## src/base_r_pcs_link_monitor_defs.svh

```systemverilog
// Offsets, field positions, reset values and timing counts of the link monitor
`ifndef BASE_R_PCS_LINK_MONITOR_DEFS_SVH
`define BASE_R_PCS_LINK_MONITOR_DEFS_SVH
`define OFS_CFG 8'h00
`define OFS_SD_CFG 8'h04
`define OFS_STATUS 8'h08
`define OFS_STICKY 8'h0C
`define OFS_SET_DATA 8'h10
`define OFS_SET_STAT 8'h14
`define OFS_SEED_UPPER 8'h18
`define OFS_SEED_LOWER 8'h1C
`define OFS_TX_ERRBLK 8'h20
`define OFS_TX_BADCTL 8'h24
`define OFS_BAD_HDR 8'h28
`define OFS_RX_ERRBLK 8'h2C
`define OFS_RX_BADCTL 8'h30
`define CFG_RESET 32'h0000_0001
`define SD_CFG_RESET 32'h0000_0000
`define SEED_UPPER_W 26
`define SEED_LOWER_W 32
`define LOCK_GOOD_COUNT 7'h40
`define BER_BAD_LIMIT 5'h10
`define BER_WINDOW_US 125
`define CLK_MHZ 20
`define BER_WINDOW_CYCLES ((`BER_WINDOW_US) * (`CLK_MHZ))
`define HDR_DATA 2'h1
`define HDR_CTRL 2'h2
`define TYPE_ORDERED_SET 8'h4B
`define STICKY_LOCK 0
`define STICKY_HIBER 1
`define STICKY_SET 2
`endif

```

## src/base_r_pcs_link_monitor_pkg.sv

```systemverilog
// Types shared by the link monitor
package base_r_pcs_link_monitor_pkg;
   // Block lock hunt state
   typedef enum logic [0:0] {
      LOCK_HUNT = 1'b0,
      LOCK_HELD = 1'b1
   } lock_state_type;
   // Software configuration carried as one bundle
   typedef struct packed {
      logic pcsSelect;
      logic receivePatternEnable;
      logic transmitPatternEnable;
      logic debugLoopbackEnable;
      logic unidirectionalFaultEnable;
      logic faultReactionEnable;
   } cfg_type;
   // Signal detect configuration
   typedef struct packed {
      logic signalDetectSource;
      logic signalDetectPolarity;
      logic signalDetectEnable;
   } sd_cfg_type;
endpackage

```

## src/base_r_pcs_link_monitor.sv

```systemverilog
// Base-R receive link supervision, test features and counters behind a Wishbone slave
//
// Contract
// MAC answers link fault unless reaction disabled
// Unidirectional mode keeps frames, sets between them
// Software enables only one PCS per port
// Interrupt source and link status per block
// Lock on 66-bit boundary; data valid only locked
// Lock gained or lost sets sticky flag
// Many bad headers raise high error rate
// Fault set sets flag, queued for software
// Queue status gives count and full
// Enabled signal loss restarts receive, halts data
// Disabled signal detect ignores signal loss
// Polarity bit defines signal present level
// Source select: PMA macro or GPIO pin
// Loopback routes transmit path into receive
// Transmit test enable generates test pattern
// Receive test enable checks pattern independently; the code has no checker and only holds rxBlockValid low
// Seed A is 26 upper plus 32 lower
// Count transmit error block entries
// Count transmit bad control characters
// Count bad sync header state entries
// Count receive error block entries
// Count received bad control characters
// Sticky flags hold until software clears
`include "base_r_pcs_link_monitor_defs.svh"
module base_r_pcs_link_monitor #(
   parameter int BLOCK_W = 66,
   parameter int CNT_W = 32,
   parameter int SET_DEPTH = 4,
   parameter int BER_WINDOW = `BER_WINDOW_CYCLES
) (
   input wire logic clk,
   input wire logic arst_n,
   // Wishbone classic slave
   input wire logic wb_cyc_i,
   input wire logic wb_stb_i,
   input wire logic wb_we_i,
   input wire logic [7:0] wb_adr_i,
   input wire logic [3:0] wb_sel_i,
   input wire logic [31:0] wb_dat_i,
   output logic [31:0] wb_dat_o,
   output logic wb_ack_o,
   // Encoded blocks from the MAC side and from the SERDES lane
   input wire logic [BLOCK_W-1:0] txBlockIn,
   input wire logic [BLOCK_W-1:0] serdesRxBlock,
   input wire logic pmaSignalDetect,
   input wire logic gpioSignalDetect,
   output logic [BLOCK_W-1:0] txBlockOut,
   output logic [BLOCK_W-1:0] rxBlockOut,
   output logic rxBlockValid,
   output logic blockLock,
   output logic highErrorRate,
   output logic linkUp,
   output logic pcsEventSource,
   // MAC fault reaction toward the transmitter
   output logic macSendFaultSet,
   output logic macAllowFrames
);
   localparam int CNT_IDX_W = $clog2(SET_DEPTH + 1);
   localparam int PTR_W = $clog2(SET_DEPTH);
   localparam int WIN_W = $clog2(BER_WINDOW + 1);

   // True when a control block type is a legal one
   function automatic logic typeValid(input logic [7:0] t);
      case (t)
         8'h1E, 8'h2D, 8'h33, 8'h66, 8'h55, 8'h78, 8'h4B, 8'h87,
         8'h99, 8'hAA, 8'hB4, 8'hCC, 8'hD2, 8'hE1, 8'hFF: typeValid = 1'b1;
         default: typeValid = 1'b0;
      endcase
   endfunction

   // True when a block is an error block (bad header or bad type)
   function automatic logic blockBad(input logic [BLOCK_W-1:0] b);
      blockBad = !(b[1:0] == `HDR_DATA || (b[1:0] == `HDR_CTRL && typeValid(b[9:2])));
   endfunction

   base_r_pcs_link_monitor_pkg::cfg_type cfg; // Main configuration
   base_r_pcs_link_monitor_pkg::sd_cfg_type sdCfg; // Signal detect configuration
   base_r_pcs_link_monitor_pkg::lock_state_type lockState; // Lock hunt state
   logic [`SEED_UPPER_W-1:0] seedAUpper; // Seed A upper part
   logic [`SEED_LOWER_W-1:0] seedALower; // Seed A lower part
   logic [57:0] patternLfsr; // Test pattern scrambler
   logic txPatternPrev; // Last transmit test enable
   logic [2:0] sticky; // Lock change, high error rate, fault set
   logic [6:0] goodCount; // Good headers while hunting
   logic [4:0] badCount; // Bad headers in current window
   logic [WIN_W-1:0] winCount; // Window timer
   logic txErrPrev; // Transmit in error block state
   logic rxErrPrev; // Receive in error block state
   logic badHdrPrev; // Previous header was bad
   logic faultActive; // Fault sets currently arriving
   logic [CNT_W-1:0] txErrCount, txBadCtlCount, badHdrCount, rxErrCount, rxBadCtlCount;
   logic [31:0] setMem [SET_DEPTH]; // Fault set queue storage
   logic [PTR_W-1:0] setWr, setRd; // Queue pointers
   logic [CNT_IDX_W-1:0] setCount; // Held entries

   // Receive side input selection and signal detect
   logic sdRaw, signalPresent, rxRestart, hdrOk, isFaultSet, busWrite, busRead;
   logic [BLOCK_W-1:0] rxIn;
   logic [BLOCK_W-1:0] next_txBlock;
   logic setPush, setPop;
   always_comb begin
      sdRaw = sdCfg.signalDetectSource ? gpioSignalDetect : pmaSignalDetect;
      signalPresent = (sdRaw == sdCfg.signalDetectPolarity);
      rxRestart = sdCfg.signalDetectEnable && !signalPresent;
      rxIn = cfg.debugLoopbackEnable ? txBlockOut : serdesRxBlock;
      hdrOk = (rxIn[1:0] == `HDR_DATA) || (rxIn[1:0] == `HDR_CTRL);
      isFaultSet = (lockState == base_r_pcs_link_monitor_pkg::LOCK_HELD) && rxIn[1:0] == `HDR_CTRL
         && rxIn[9:2] == `TYPE_ORDERED_SET && rxIn[37:34] == 4'h0;
      busWrite = wb_cyc_i && wb_stb_i && !wb_ack_o && wb_we_i;
      busRead = wb_cyc_i && wb_stb_i && !wb_ack_o && !wb_we_i;
      setPop = busRead && wb_adr_i == `OFS_SET_DATA && setCount != '0;
      setPush = isFaultSet && !rxRestart && (setCount != CNT_IDX_W'(SET_DEPTH) || setPop);
      // Test pattern replaces normal coding while enabled
      if (cfg.transmitPatternEnable) begin
         next_txBlock = {BLOCK_W{1'b0}};
         next_txBlock[1:0] = `HDR_DATA;
         next_txBlock[59:2] = patternLfsr;
      end else begin
         next_txBlock = txBlockIn;
      end
   end

   // Configuration and seed registers
   always_ff @(posedge clk or negedge arst_n) begin
      if (!arst_n) begin
         cfg <= base_r_pcs_link_monitor_pkg::cfg_type'(`CFG_RESET);
         sdCfg <= base_r_pcs_link_monitor_pkg::sd_cfg_type'(`SD_CFG_RESET);
         seedAUpper <= '0;
         seedALower <= '0;
      end else if (busWrite && wb_sel_i[0]) begin
         if (wb_adr_i == `OFS_CFG) begin
            cfg <= base_r_pcs_link_monitor_pkg::cfg_type'(wb_dat_i[5:0]);
         end else if (wb_adr_i == `OFS_SD_CFG) begin
            sdCfg <= base_r_pcs_link_monitor_pkg::sd_cfg_type'(wb_dat_i[2:0]);
         end else if (wb_adr_i == `OFS_SEED_UPPER && wb_sel_i == 4'hF) begin
            seedAUpper <= wb_dat_i[`SEED_UPPER_W-1:0];
         end else if (wb_adr_i == `OFS_SEED_LOWER && wb_sel_i == 4'hF) begin
            seedALower <= wb_dat_i;
         end
      end
   end

   // Test pattern generator, loaded with seed A when the mode turns on
   always_ff @(posedge clk or negedge arst_n) begin
      if (!arst_n) begin
         patternLfsr <= '0;
         txPatternPrev <= 1'b0;
         txBlockOut <= '0;
      end else begin
         txPatternPrev <= cfg.transmitPatternEnable;
         if (cfg.transmitPatternEnable && !txPatternPrev) begin
            patternLfsr <= {seedAUpper, seedALower};
         end else begin
            patternLfsr <= {patternLfsr[56:0], patternLfsr[57] ^ patternLfsr[38]};
         end
         txBlockOut <= next_txBlock;
      end
   end

   // Block lock search and loss
   always_ff @(posedge clk or negedge arst_n) begin
      if (!arst_n) begin
         lockState <= base_r_pcs_link_monitor_pkg::LOCK_HUNT;
         goodCount <= '0;
      end else if (rxRestart) begin
         lockState <= base_r_pcs_link_monitor_pkg::LOCK_HUNT;
         goodCount <= '0;
      end else if (lockState == base_r_pcs_link_monitor_pkg::LOCK_HUNT) begin
         if (!hdrOk) begin
            goodCount <= '0;
         end else if (goodCount == `LOCK_GOOD_COUNT - 7'h1) begin
            lockState <= base_r_pcs_link_monitor_pkg::LOCK_HELD;
            goodCount <= '0;
         end else begin
            goodCount <= goodCount + 7'h1;
         end
      end else if (!hdrOk && badCount == `BER_BAD_LIMIT - 5'h1) begin
         lockState <= base_r_pcs_link_monitor_pkg::LOCK_HUNT;
      end
   end

   // Bad header rate over a fixed window
   always_ff @(posedge clk or negedge arst_n) begin
      if (!arst_n) begin
         badCount <= '0;
         winCount <= '0;
         highErrorRate <= 1'b0;
      end else if (rxRestart) begin
         badCount <= '0;
         winCount <= '0;
         highErrorRate <= 1'b0;
      end else if (winCount == WIN_W'(BER_WINDOW - 1)) begin
         winCount <= '0;
         badCount <= '0;
         highErrorRate <= highErrorRate && badCount != '0;
      end else begin
         winCount <= winCount + 1'b1;
         if (!hdrOk && badCount != `BER_BAD_LIMIT) begin
            badCount <= badCount + 5'h1;
         end
         if (!hdrOk && badCount == `BER_BAD_LIMIT - 5'h1) begin
            highErrorRate <= 1'b1;
         end
      end
   end

   // Receive data and link reporting
   always_ff @(posedge clk or negedge arst_n) begin
      if (!arst_n) begin
         rxBlockOut <= '0;
         rxBlockValid <= 1'b0;
         blockLock <= 1'b0;
         linkUp <= 1'b0;
         pcsEventSource <= 1'b0;
      end else begin
         rxBlockOut <= rxIn;
         // Data reaches the MAC only while locked, not restarted by signal loss and not in receive test
         rxBlockValid <= lockState == base_r_pcs_link_monitor_pkg::LOCK_HELD && !rxRestart
            && !cfg.receivePatternEnable;
         blockLock <= lockState == base_r_pcs_link_monitor_pkg::LOCK_HELD;
         linkUp <= cfg.pcsSelect && lockState == base_r_pcs_link_monitor_pkg::LOCK_HELD
            && !highErrorRate;
         pcsEventSource <= cfg.pcsSelect && (sticky != '0);
      end
   end

   // Sticky flags: hardware set wins over software write-one clear
   logic [2:0] stickySet;
   always_comb begin
      stickySet = '0;
      stickySet[`STICKY_LOCK] = blockLock != (lockState == base_r_pcs_link_monitor_pkg::LOCK_HELD);
      stickySet[`STICKY_HIBER] = highErrorRate;
      stickySet[`STICKY_SET] = isFaultSet && !rxRestart;
   end
   always_ff @(posedge clk or negedge arst_n) begin
      if (!arst_n) begin
         sticky <= '0;
      end else if (busWrite && wb_adr_i == `OFS_STICKY && wb_sel_i[0]) begin
         sticky <= (sticky & ~wb_dat_i[2:0]) | stickySet;
      end else begin
         sticky <= sticky | stickySet;
      end
   end

   // Fault set queue, popped by reading its data register
   always_ff @(posedge clk or negedge arst_n) begin
      if (!arst_n) begin
         setWr <= '0;
         setRd <= '0;
         setCount <= '0;
      end else begin
         if (setPush) begin
            setWr <= (setWr == PTR_W'(SET_DEPTH - 1)) ? '0 : setWr + 1'b1;
         end
         if (setPop) begin
            setRd <= (setRd == PTR_W'(SET_DEPTH - 1)) ? '0 : setRd + 1'b1;
         end
         if (setPush && !setPop) begin
            setCount <= setCount + 1'b1;
         end else if (setPop && !setPush) begin
            setCount <= setCount - 1'b1;
         end
      end
   end
   always_ff @(posedge clk) begin
      if (setPush) begin
         setMem[setWr] <= rxIn[41:10];
      end
   end

   // MAC link fault reaction
   always_ff @(posedge clk or negedge arst_n) begin
      if (!arst_n) begin
         faultActive <= 1'b0;
         macSendFaultSet <= 1'b0;
         macAllowFrames <= 1'b1;
      end else begin
         if (isFaultSet) begin
            faultActive <= 1'b1;
         end else if (rxBlockValid && !rxRestart) begin
            faultActive <= 1'b0;
         end
         macSendFaultSet <= cfg.faultReactionEnable && faultActive;
         // Unidirectional mode keeps frames flowing with sets in the gaps
         macAllowFrames <= !(cfg.faultReactionEnable && faultActive)
            || cfg.unidirectionalFaultEnable;
      end
   end

   // Error and event counters, cleared by any write to them
   function automatic logic [CNT_W-1:0] bump(input logic [CNT_W-1:0] c, input logic ev, input logic clr);
      bump = clr ? '0 : (ev && c != '1) ? c + 1'b1 : c;
   endfunction
   always_ff @(posedge clk or negedge arst_n) begin
      if (!arst_n) begin
         txErrPrev <= 1'b0;
         rxErrPrev <= 1'b0;
         badHdrPrev <= 1'b0;
         txErrCount <= '0;
         txBadCtlCount <= '0;
         badHdrCount <= '0;
         rxErrCount <= '0;
         rxBadCtlCount <= '0;
      end else begin
         txErrPrev <= blockBad(txBlockIn);
         rxErrPrev <= blockLock && blockBad(rxIn);
         badHdrPrev <= blockLock && !hdrOk;
         txErrCount <= bump(txErrCount, blockBad(txBlockIn) && !txErrPrev,
            busWrite && wb_adr_i == `OFS_TX_ERRBLK);
         txBadCtlCount <= bump(txBadCtlCount, txBlockIn[1:0] == `HDR_CTRL && !typeValid(txBlockIn[9:2]),
            busWrite && wb_adr_i == `OFS_TX_BADCTL);
         badHdrCount <= bump(badHdrCount, blockLock && !hdrOk && !badHdrPrev,
            busWrite && wb_adr_i == `OFS_BAD_HDR);
         rxErrCount <= bump(rxErrCount, blockLock && blockBad(rxIn) && !rxErrPrev,
            busWrite && wb_adr_i == `OFS_RX_ERRBLK);
         rxBadCtlCount <= bump(rxBadCtlCount, blockLock && rxIn[1:0] == `HDR_CTRL && !typeValid(rxIn[9:2]),
            busWrite && wb_adr_i == `OFS_RX_BADCTL);
      end
   end

   // Wishbone answer: ack one cycle after the request, read data beside it
   always_ff @(posedge clk or negedge arst_n) begin
      if (!arst_n) begin
         wb_ack_o <= 1'b0;
         wb_dat_o <= '0;
      end else begin
         wb_ack_o <= wb_cyc_i && wb_stb_i && !wb_ack_o;
         wb_dat_o <= '0;
         if (busRead) begin
            if (wb_adr_i == `OFS_CFG) begin
               wb_dat_o <= {26'h0, cfg};
            end else if (wb_adr_i == `OFS_SD_CFG) begin
               wb_dat_o <= {29'h0, sdCfg};
            end else if (wb_adr_i == `OFS_STATUS) begin
               wb_dat_o <= {29'h0, signalPresent, highErrorRate, blockLock};
            end else if (wb_adr_i == `OFS_STICKY) begin
               wb_dat_o <= {29'h0, sticky};
            end else if (wb_adr_i == `OFS_SET_DATA) begin
               wb_dat_o <= setCount != '0 ? setMem[setRd] : 32'h0;
            end else if (wb_adr_i == `OFS_SET_STAT) begin
               wb_dat_o <= {15'h0, setCount == CNT_IDX_W'(SET_DEPTH), 16'(setCount)};
            end else if (wb_adr_i == `OFS_SEED_UPPER) begin
               wb_dat_o <= {6'h0, seedAUpper};
            end else if (wb_adr_i == `OFS_SEED_LOWER) begin
               wb_dat_o <= seedALower;
            end else if (wb_adr_i == `OFS_TX_ERRBLK) begin
               wb_dat_o <= 32'(txErrCount);
            end else if (wb_adr_i == `OFS_TX_BADCTL) begin
               wb_dat_o <= 32'(txBadCtlCount);
            end else if (wb_adr_i == `OFS_BAD_HDR) begin
               wb_dat_o <= 32'(badHdrCount);
            end else if (wb_adr_i == `OFS_RX_ERRBLK) begin
               wb_dat_o <= 32'(rxErrCount);
            end else if (wb_adr_i == `OFS_RX_BADCTL) begin
               wb_dat_o <= 32'(rxBadCtlCount);
            end
         end
      end
   end
endmodule

```

## config.mk

```make
export PLATFORM = sky130hd
export DESIGN_NAME = base_r_pcs_link_monitor
export DESIGN_NICKNAME = d
export VERILOG_FILES = /design/src/base_r_pcs_link_monitor_pkg.sv /design/src/base_r_pcs_link_monitor.sv
export VERILOG_INCLUDE_DIRS = /design/src
export SDC_FILE = /design/constraint.sdc
export NUM_CORES = 1
export LEC_CHECK = 0
export BUFFER_PORTS_ARGS = -buffer_cell sky130_fd_sc_hd__buf_2
export CAP_MARGIN = 5
export CORE_MARGIN = 4
export CORE_UTILIZATION = 45
export DETAILED_ROUTE_END_ITERATION = 8
export MAX_ROUTING_LAYER = met4
export SLEW_MARGIN = 5
export SYNTH_ARGS = -nofsm -noshare
export SYNTH_HDL_FRONTEND = slang
export SYNTH_SLANG_ARGS = --single-unit
```

## constraint.sdc

```tcl
create_clock -name clk -period 4.3 [get_ports clk]
set_input_delay 0 -clock clk [delete_from_list [all_inputs] [get_ports clk]]
set_output_delay 0 -clock clk [all_outputs]
set_load 0.05 [all_outputs]
```

Yosys cells after proc, flatten, opt, wreduce, memory -nomap -nowiden:

Memories as Yosys holds them, arrays and structs flattened.
Index checks and enable logic that the tools add are counted.

* output and inout port bits: 172
* bits of input ports: 183
* word-level logic and storage cells: 275
* memories kept: 1
* flip-flop bits (word level): 497
* RAM bits: 128

Memory list
* setMem: words 4, width 32, rd ports 1, clocked after memory_dff 0, write ports 1, line base_r_pcs_link_monitor.sv:95 `logic [31:0] setMem [SET_DEPTH];`

* add/sub/neg operators: 12
* muxes and demuxes: 57
* equality and inequality tests: 63
* bitwise gates (word level): 8
* reductions and logical operators: 93

Operator list (count)
* $mux 32: 25
* $add 32x1->32 const B: 5
* $ne 32x32->1 const B: 5
* $mux 66: 2
* $eq 8x8->1 const B: 16
* $eq 8x6->1 const B: 9
* $eq 8x7->1 const B: 8
* $mux 58: 1
* $logic_and 1x1->1: 50
* $eq 8x5->1 const B: 6
* $reduce_or 15->1: 2
* $mux 7: 4
* $mux 12: 2
* $logic_not 1->1: 18
* $eq 8x4->1 const B: 2
* $mux 1: 15
* $mux 5: 3
* $reduce_bool 2->1: 7
* $add 12x1->12 const B: 1
* $eq 12x12->1 const B: 1
* $reduce_bool 3->1: 4
* $mux 3: 3
* $eq 2x2->1 const B: 4
* $eq 8x3->1 const B: 1
* other kinds (29): 39

Depth between registers and ports, before layout:

Gate-level depths: netlist (run 1).

* word-level depth: 15
* mapped depth: 15
* mapped depth without buffers: 12

Least setup slack after synthesis (run 1):

OpenSTA, ideal clock, no wires.

* path type: register -> register
* start: reg cfg[2] (netlist name)
* end: mem setMem[3][0] (enable)
* library setup time: 392 ps
* buffers on the path: 3
* cell stages (with the launch flop): 10
* required time: 3908 ps
* arrival: 3129 ps
* period minus slack after synthesis: 3521 ps
* setup slack: 779 ps
* path through: dfrtp_1 > clkbuf_1 > buf_2 > buf_1 > mux2i_1 > ha_1 > and4_1 > nand2_1 > a31oi_1 > and2_1

* longest elaborated chain between the ends: 9
* elaborated cells on any way between the ends: 11
* those cells by class: eq/ne: 2; mux: 3; reduce/logical: 6

RTL lines
* from (decl): line base_r_pcs_link_monitor.sv:79 `base_r_pcs_link_monitor_pkg::cfg_type cfg;`
* from (signal assigned): line base_r_pcs_link_monitor.sv:129 `` cfg <= base_r_pcs_link_monitor_pkg::cfg_type'(`CFG_RESET); ``
* from (signal assigned): line base_r_pcs_link_monitor.sv:135 `cfg <= base_r_pcs_link_monitor_pkg::cfg_type'(wb_dat_i[5:0]);`
* $mux 66 *: line base_r_pcs_link_monitor.sv:108 `rxIn = cfg.debugLoopbackEnable ? txBlockOut : serdesRxBlock;`
* $eq 2x2->1 (no source line)
* $logic_and 1x1->1 (no source line) (2 in a row)
* $logic_and 1x1->1 *: line base_r_pcs_link_monitor.sv:110 `` isFaultSet = (lockState == base_r_pcs_link_monitor_pkg::LOCK_HELD) && rxIn[1:0] == `HDR_CTRL ``
* $logic_and 1x1->1 * (2 in a row): line base_r_pcs_link_monitor.sv:115 `setPush = isFaultSet && !rxRestart && (setCount != CNT_IDX_W'(SET_DEPTH) || setPop);`
* named net setPush: line base_r_pcs_link_monitor.sv:103 `logic setPush, setPop;`
* $mux 1 *: line base_r_pcs_link_monitor.sv:269 `if (setPush) begin`
* $mux 1 (not written as such) *: line base_r_pcs_link_monitor.sv:270 `setMem[setWr] <= rxIn[41:10];`
* to (decl): line base_r_pcs_link_monitor.sv:95

The timed path passes the listed nets; every way through them passes the cells marked *.

Final worst setup path (run 1):

* start: reg cfg[2] (netlist name)
* end: reg rxBadCtlCount[13]

* longest elaborated chain between the ends: 8
* elaborated cells on any way between the ends: 24
* those cells by class: eq/ne: 16; mux: 2; reduce/logical: 6

RTL lines
* $mux 66 *: line base_r_pcs_link_monitor.sv:108
* named net rxIn[7]: line base_r_pcs_link_monitor.sv:101 `logic [BLOCK_W-1:0] rxIn;`
* $eq 8x7->1 (tied with other cells): line base_r_pcs_link_monitor.sv:67 `case (t)`
* $reduce_or 15->1 *: line base_r_pcs_link_monitor.sv:67
* $mux 1 *: line base_r_pcs_link_monitor.sv:67
* $logic_not 1->1 *: line base_r_pcs_link_monitor.sv:319 `` rxBadCtlCount <= bump(rxBadCtlCount, blockLock && rxIn[1:0] == `HDR_CTRL && !typeValid(rxIn[9:2]), ``
* $logic_and 1x1->1 *: line base_r_pcs_link_monitor.sv:319
* $logic_and 1x1->1 *: line base_r_pcs_link_monitor.sv:295 `bump = clr ? '0 : (ev && c != '1) ? c + 1'b1 : c;`
* $reduce_bool 2->1 (no source line) *
* to (signal assigned): line base_r_pcs_link_monitor.sv:319
* to (decl): line base_r_pcs_link_monitor.sv:94 `logic [CNT_W-1:0] txErrCount, txBadCtlCount, badHdrCount, rxErrCount, rxBadCtlCount;`

Marks and branches as above.
A chain may end at the register's enable or synchronous reset.

==> flow_metrics.tcl, run 1 <==
set metrics [dict create \
    die_x_microns 257.2 \
    yosysTopAreaCell "dfrtp_1" \
    core_area_sq_um 61600 \
    tightest_slew_ns 1.208 \
    clock_path_buffers 3 \
    pre_cts_slack_ns 0.6723 \
    synthArstFlopShare_pct 79.52 \
    cts_tree "built" \
    clkPwrFrac_pct 43.0 \
    ys_seq_area_share_pct 58.28 \
    p_seq_share_pct 46.8 \
    port_buffers 354 \
    start_util_pct 45.36 \
    post_drt_wl_per_cell_microns 23.54 \
    yosysWarnings 0 \
    synth.top_cell.area_share_pct 44.33 \
    grt_pass1_wl_microns 131600 \
    r2r-end "rxBadCtlCount[13]" \
    swShare_pct 26.14 \
    status "finished clean" \
    fin_ws_ns 0.6798 \
    fin_nets 3004 \
    synth_area_leaders "dfrtp_1 (44%), edfxtp_1 (14%), mux2_2 (9.9%), nor2_1 (3.2%), xnor2_1 (3.1%)" \
    synth_cells 2278 \
    final_cell_mix "dfrtp_1 (491), buf_2 (353), mux2_2 (246)" \
    path_class "reg -> reg" \
    yosysUniqueCellTypes 78 \
    relSlewSlack_pct 19.45 \
    ir_drop_uv 343.2 \
    clockRootBuffer "clkbuf_16" \
    grt_pass1_vias 20960 \
    cp-end-kind "flop" \
    p_switching_mw 3.712 \
    maxSlewViolCount 0 \
    postSynthNetCount 2480 \
    route.detailed.drc 0 \
    rsz0062_at_grt "no" \
    hold_slack_ns 0.07748 \
    cts_buffers 70 \
    avgSynthCellArea_sq_um 12.27 \
    clock_latency_ns 0.63 \
    internal-power_mw 10.49 \
    layout_min_cycle_time_ns 3.620 \
    critPathLaunchType "flop" \
    cts.sinks 625 \
    clk_pin_slew_ns 0.06 \
    die_h_microns 257.2 \
    cap_violations 0 \
    grt.overflow.total 0 \
    dieArea_sq_um 66140 \
    track_usage_pct 26.72 \
    ant_nets 0 \
    final.setup.tns_ns 0 \
    hp-class "in -> async" \
    setup_viol 0 \
    post-cts-setup-buffer-count 0 \
    ios 355 \
    pwr-share-comb_pct 10.2 \
    r2r_start "cfg[2]" \
    grt_max_degree 125 \
    finalClockSkew_ns 0.02012 \
    finalHoldViolations 0 \
    crit_path_max_fanout 37 \
    critPathRequiredTime_ns 4.84 \
    fin_crit_sh_pct 84.19 \
    drive_above_1_share_pct 28.56 \
    hpwl_microns 61240 \
    cp.arrival_ns 4.16 \
    reg2reg_slack_ns 0.68 \
    final.fill_count 5110 \
    synth_flop_cell "dfrtp_1" \
    yosys_register_bits 625 \
    layout_commonest_cell "dfrtp_1" \
    synth_edf_count 128 \
    syn_area_sq_um 27940 \
    antenna_found_initial 3 \
    wl_microns 87020 \
    leakage_nw 15.02 \
    vias 20882 \
    drtIter0Drc 1968 \
    clock.fmax_mhz 276.2 \
    p_per_area_nw_per_um2 407.7 \
    placementRows 91 \
    gp_congestion 0.9476 \
    cts_max_level 3 \
    syn2layout_area_growth_pct 24.65 \
    drtPass1Iterations 6 \
    viasPerCell 5.650 \
    reg2regPathDepth 10 \
]
-- metal layers --
| metal | global-route usage (%) | wire length (microns) | vias up |
|---|---|---|---|
| met2 | 40.10 | 39890 | 756 |
| met4 | 8.168 | 2911 | 0 |
| li1 | - | - | 9342 |
| met3 | 5.679 | 6378 | 153 |
| met1 | 36.95 | 37840 | 10631 |
| met5 | - | 0 | - |
-- cell usage after synthesis (all sizes together), types with 32 or more instances --
cell type / n
clkbuf: 82
xnor2: 98
nand2: 133
a31oi: 33
a21oi: 54
dfrtp: 495
inv: 46
nor3: 62
xor2: 55
nor4: 33
edfxtp: 128
mux4: 32
nand4: 41
and3: 46
nor2: 235
mux2: 247
o21ai: 37
nand3: 75
-- what timing repair did --
action | 4_1_cts | 5_1_grt
gates resized for setup | 0 | 0
endpoints found under the hold margin | 725 | 0
hold buffers | 170 | 0
-- worst max-delay path by stage --
stage / from / endpoint / slack [ns] / depth (start not counted)
finish: cfg[2] / rxBadCtlCount[13] / 0.68 / 10
global route: cfg[2] / rxBadCtlCount[13] / 0.43 / 10
CTS: cfg[2] / rxBadCtlCount[25] / 0.66 / 9
detailed placement: cfg[2] / rxBadCtlCount[25] / 0.67 / 9
global placement: cfg[2] / rxBadCtlCount[25] / 0.75 / 9
floorplan: cfg[2] / setMem[3][0] / 0.78 / 9
-- metrics by stage --
stage / std cells / util [%] / instance area [sq um] / power (mW)
3_5_place_dp: 3397 / 49.91 / 30750 / 8.053
3_3_place_gp: 3397 / 49.91 / 30750 / 8.013
6_report: 3696 / 56.54 / 34830 / 14.20
2_1_floorplan: 2278 / - / 27940 / 7.463
4_1_cts: 3694 / 56.53 / 34820 / 14.30
5_1_grt: 3696 / 56.54 / 34830 / 14.72
-- final cells by class --
type / instances / area, sq um / area share [%]
Inverter: 46 / 172.7 / 0.4958
Clock inverter: 24 / 320.3 / 0.9197
Tap cell: 837 / 1047 / 3.007
Clock buffer: 103 / 2038 / 5.852
Sequential cell: 625 / 16290 / 46.78
Multi-Input combinational cell: 1495 / 11080 / 31.80
Timing Repair Buffer: 564 / 3876 / 11.13
Antenna cell: 2 / 5.005 / 0.01437
-- state kept, by name, summed over array words and instances, names as in the netlist, 58 cells and up --
signal and cells:
patternLfsr 58, setMem 128, txBlockOut 66, rxBlockOut 66
-- worst max-delay path, stage by stage, from the launching register on --
cell and delay, ns:
dfrtp_4 0.73, buf_4 0.33, mux2i_2 0.34, inv_2 0.08, or4_1 0.54, a22o_1 0.24
o211ai_1 0.12, or3_1 0.55, or2_1 0.29, o21ai_0 0.14, a21oi_1 0.16
-- power by group through the flow --
stage	Clock (mW)	Combinational, mW	Sequential [mW]
global route	6.46	1.59	6.67
finish	6.11	1.45	6.65
detailed placement	0	1.32	6.73
floorplan	0	0.605	6.86
CTS	6.22	1.45	6.63
global placement	0	1.28	6.73
-- logic make-up (layout without fill, tap and decap cells) --
group | count (synthesis) | in the layout | synth area share [%]
and+or+nand+nor | 761 | 761 | 13.73
DFF | 625 | 625 | 58.28
muxes | 310 | 310 | 13.76
AOI/OAI and AO/OA | 252 | 252 | 6.346
buffers and inverters | 158 | 737 | 2.217
xor gates and xnor gates | 153 | 153 | 4.796
adders and majority gates | 19 | 19 | 0.8777
other | 0 | 2 | 0
Power figures use the tool's default switching activity.
==> run 2, diff against run 1 <==
Settings changed: PLACE_DENSITY from default to 0.67.
Clock period 4.3 ns to 2.9 ns, I/O delays scaled along.
==> run 2 against run 1 <==
Compared with the run above:
- the flow now finishes with violations (hold timing, setup timing)
- combinational power is 74% higher
- sequential share of layout area shrank 2.6 points
- first-iteration DRC count rose by 21%
- worst hold slack worse by 0.092 ns
- largest power group unchanged
==> flow_metrics.tcl, run 2 (synthesis gave the netlist of run 1 again) <==
set metrics [dict create \
    status "finished with violations" \
    violations "hold timing, setup timing" \
    path_class "reg -> reg" \
    route.detailed.drc 0 \
    critPathLaunchType "flop" \
    antenna_found_initial 3 \
    fin_crit_sh_pct 106.6 \
    clock_latency_ns 0.61 \
    syn2layout_area_growth_pct 32.08 \
    finalClockSkew_ns 0.02462 \
    hp-class "in -> async" \
    die_x_microns 257.2 \
    drive_above_1_share_pct 35.09 \
    internal-power_mw 15.74 \
    fin_ws_ns -0.1901 \
    ir_drop_uv 408.7 \
    vias 21962 \
    port_buffers 354 \
    placementRows 91 \
    cts_tree "built" \
    gp_congestion 0.9525 \
    clock_path_buffers 3 \
    multi_input_area_sq_um 11760 \
    clockRootBuffer "clkbuf_16" \
    clk_pin_slew_ns 0.06 \
    cts_max_level 3 \
    grt_max_degree 82 \
    post_drt_wl_per_cell_microns 23.96 \
    rsz0062_at_grt "yes" \
    wl_microns 91800 \
    r2r_start "cfg[2]" \
    tightest_slew_ns 0.8798 \
    critPathRequiredTime_ns 3.39 \
    utilization_pct 59.91 \
    largest_reg_flops 128 \
    regMostFlops "setMem" \
    grt_pass1_vias 22748 \
    p_seq_share_pct 46.0 \
    p_per_area_nw_per_um2 577.9 \
    relSlewSlack_pct 41.34 \
    top_regs "setMem x128, rxBlockOut x66, txBlockOut x66" \
    ant_nets 0 \
    cts.sinks 625 \
    grt.overflow.total 0 \
    viasPerCell 5.731 \
    swShare_pct 26.21 \
    dieArea_sq_um 66140 \
    track_usage_pct 28.14 \
    final_cell_mix "dfrtp_1 (492), buf_2 (353), mux2_2 (243)" \
    clkPwrFrac_pct 42.2 \
    p_switching_mw 5.591 \
    seqCellArea_sq_um 16290 \
    leakage_nw 15.94 \
    hold_slack_ns -0.01421 \
    hpwl_microns 63510 \
    start_util_pct 45.36 \
    core_area_sq_um 61600 \
    die_h_microns 257.2 \
    pwr-share-comb_pct 11.8 \
    fin_nets 3143 \
    layout_min_cycle_time_ns 3.090 \
    setup_viol 52 \
    crit_path_max_fanout 8 \
    crit_path_start "cfg[2]" \
    final.fill_count 4774 \
    maxSlewViolCount 0 \
    layout_commonest_cell "dfrtp_1" \
    drtIter0Drc 2386 \
    clock.fmax_mhz 323.6 \
    ios 355 \
    cts_buffers 68 \
    cp-end-kind "flop" \
    cp.arrival_ns 3.58 \
    finalHoldViolations 8 \
    cap_violations 0 \
    grt_pass1_wl_microns 139500 \
    drtPass1Iterations 7 \
]
run 2: final timing paths:
check | end | slack [ns] | depth (start not counted)
max reg2reg | rxErrCount[19] | -0.19 | 12
min | rxBlockOut[3] | -0.01 | 2
max | rxErrCount[19] | -0.19 | 12
max in group asynchronous | rxBlockOut[10] | 1.79 | 4
min in group clk | sdCfg[1] | 0.07 | 5
min reg2reg | winCount[0] | 0.48 | 1
run 2: worst max-delay path, stage by stage (launching register included):
cell,delay (ns)
dfrtp_4,0.56
buf_12,0.18
buf_6,0.12
mux2i_4,0.17
inv_2,0.07
ha_4,0.15
nand2b_4,0.14
or3_4,0.38
o32a_4,0.39
buf_12,0.16
or4_4,0.42
xor2_1,0.15
nor2_1,0.05
run 2: layout make-up:
cell class / count / share of cell area (%)
Sequential cell: 625 / 44.15
Clock inverter: 24 / 0.8510
Tap cell: 837 / 2.838
Clock buffer: 97 / 5.428
Antenna cell: 3 / 0.02034
Multi-Input combinational cell: 1495 / 31.87
Timing Repair Buffer: 705 / 14.37
Inverter: 46 / 0.4747
run 2: routing by layer:
metal	global-route usage, %	wire length [microns]	share of wire, %	up-vias
li1	-	-	-	9637
met1	37.19	37820	41	11212
met2	43.38	43400	47	928
met3	6.072	7319	8.0	185
met4	10.09	3262	3.6	0
met5	-	0	0	-
run 2: power groups by stage:
stage / combinational [mW] / sequential (mW) / clock [mW]
detailed placement: 2.14 / 9.94 / 0
global route: 2.72 / 9.84 / 9.50
CTS: 2.43 / 9.79 / 9.09
floorplan: 0.904 / 10.2 / 0
finish: 2.52 / 9.82 / 8.99
global placement: 2.07 / 9.92 / 0
run 2: per-stage QoR:
| step | instance area [sq um] | setup WS (ns) | setup TNS [ns] | total power [mW] | std cells |
|---|---|---|---|---|---|
| 5_1_grt | 36900 | -0.2788 | -10.36 | 22.06 | 3831 |
| 3_5_place_dp | 31960 | -0.2251 | -5.819 | 12.07 | 3519 |
| 6_report | 36900 | -0.1901 | -4.564 | 21.33 | 3832 |
| 4_1_cts | 36550 | -0.1590 | -3.318 | 21.31 | 3820 |
| 2_1_floorplan | 28010 | -0.05664 | -0.2697 | 11.07 | 2278 |
| 3_3_place_gp | 31960 | -0.1571 | -3.125 | 11.99 | 3519 |
run 2: what timing repair did:
item	in CTS	in global routing
cloned	4	1
pin swaps	40	61
hold endpoints to repair	574	0
hold buffers	169	0
endpoints found under the setup margin	63	189
resized for setup	85	62
buffers inserted	8	10
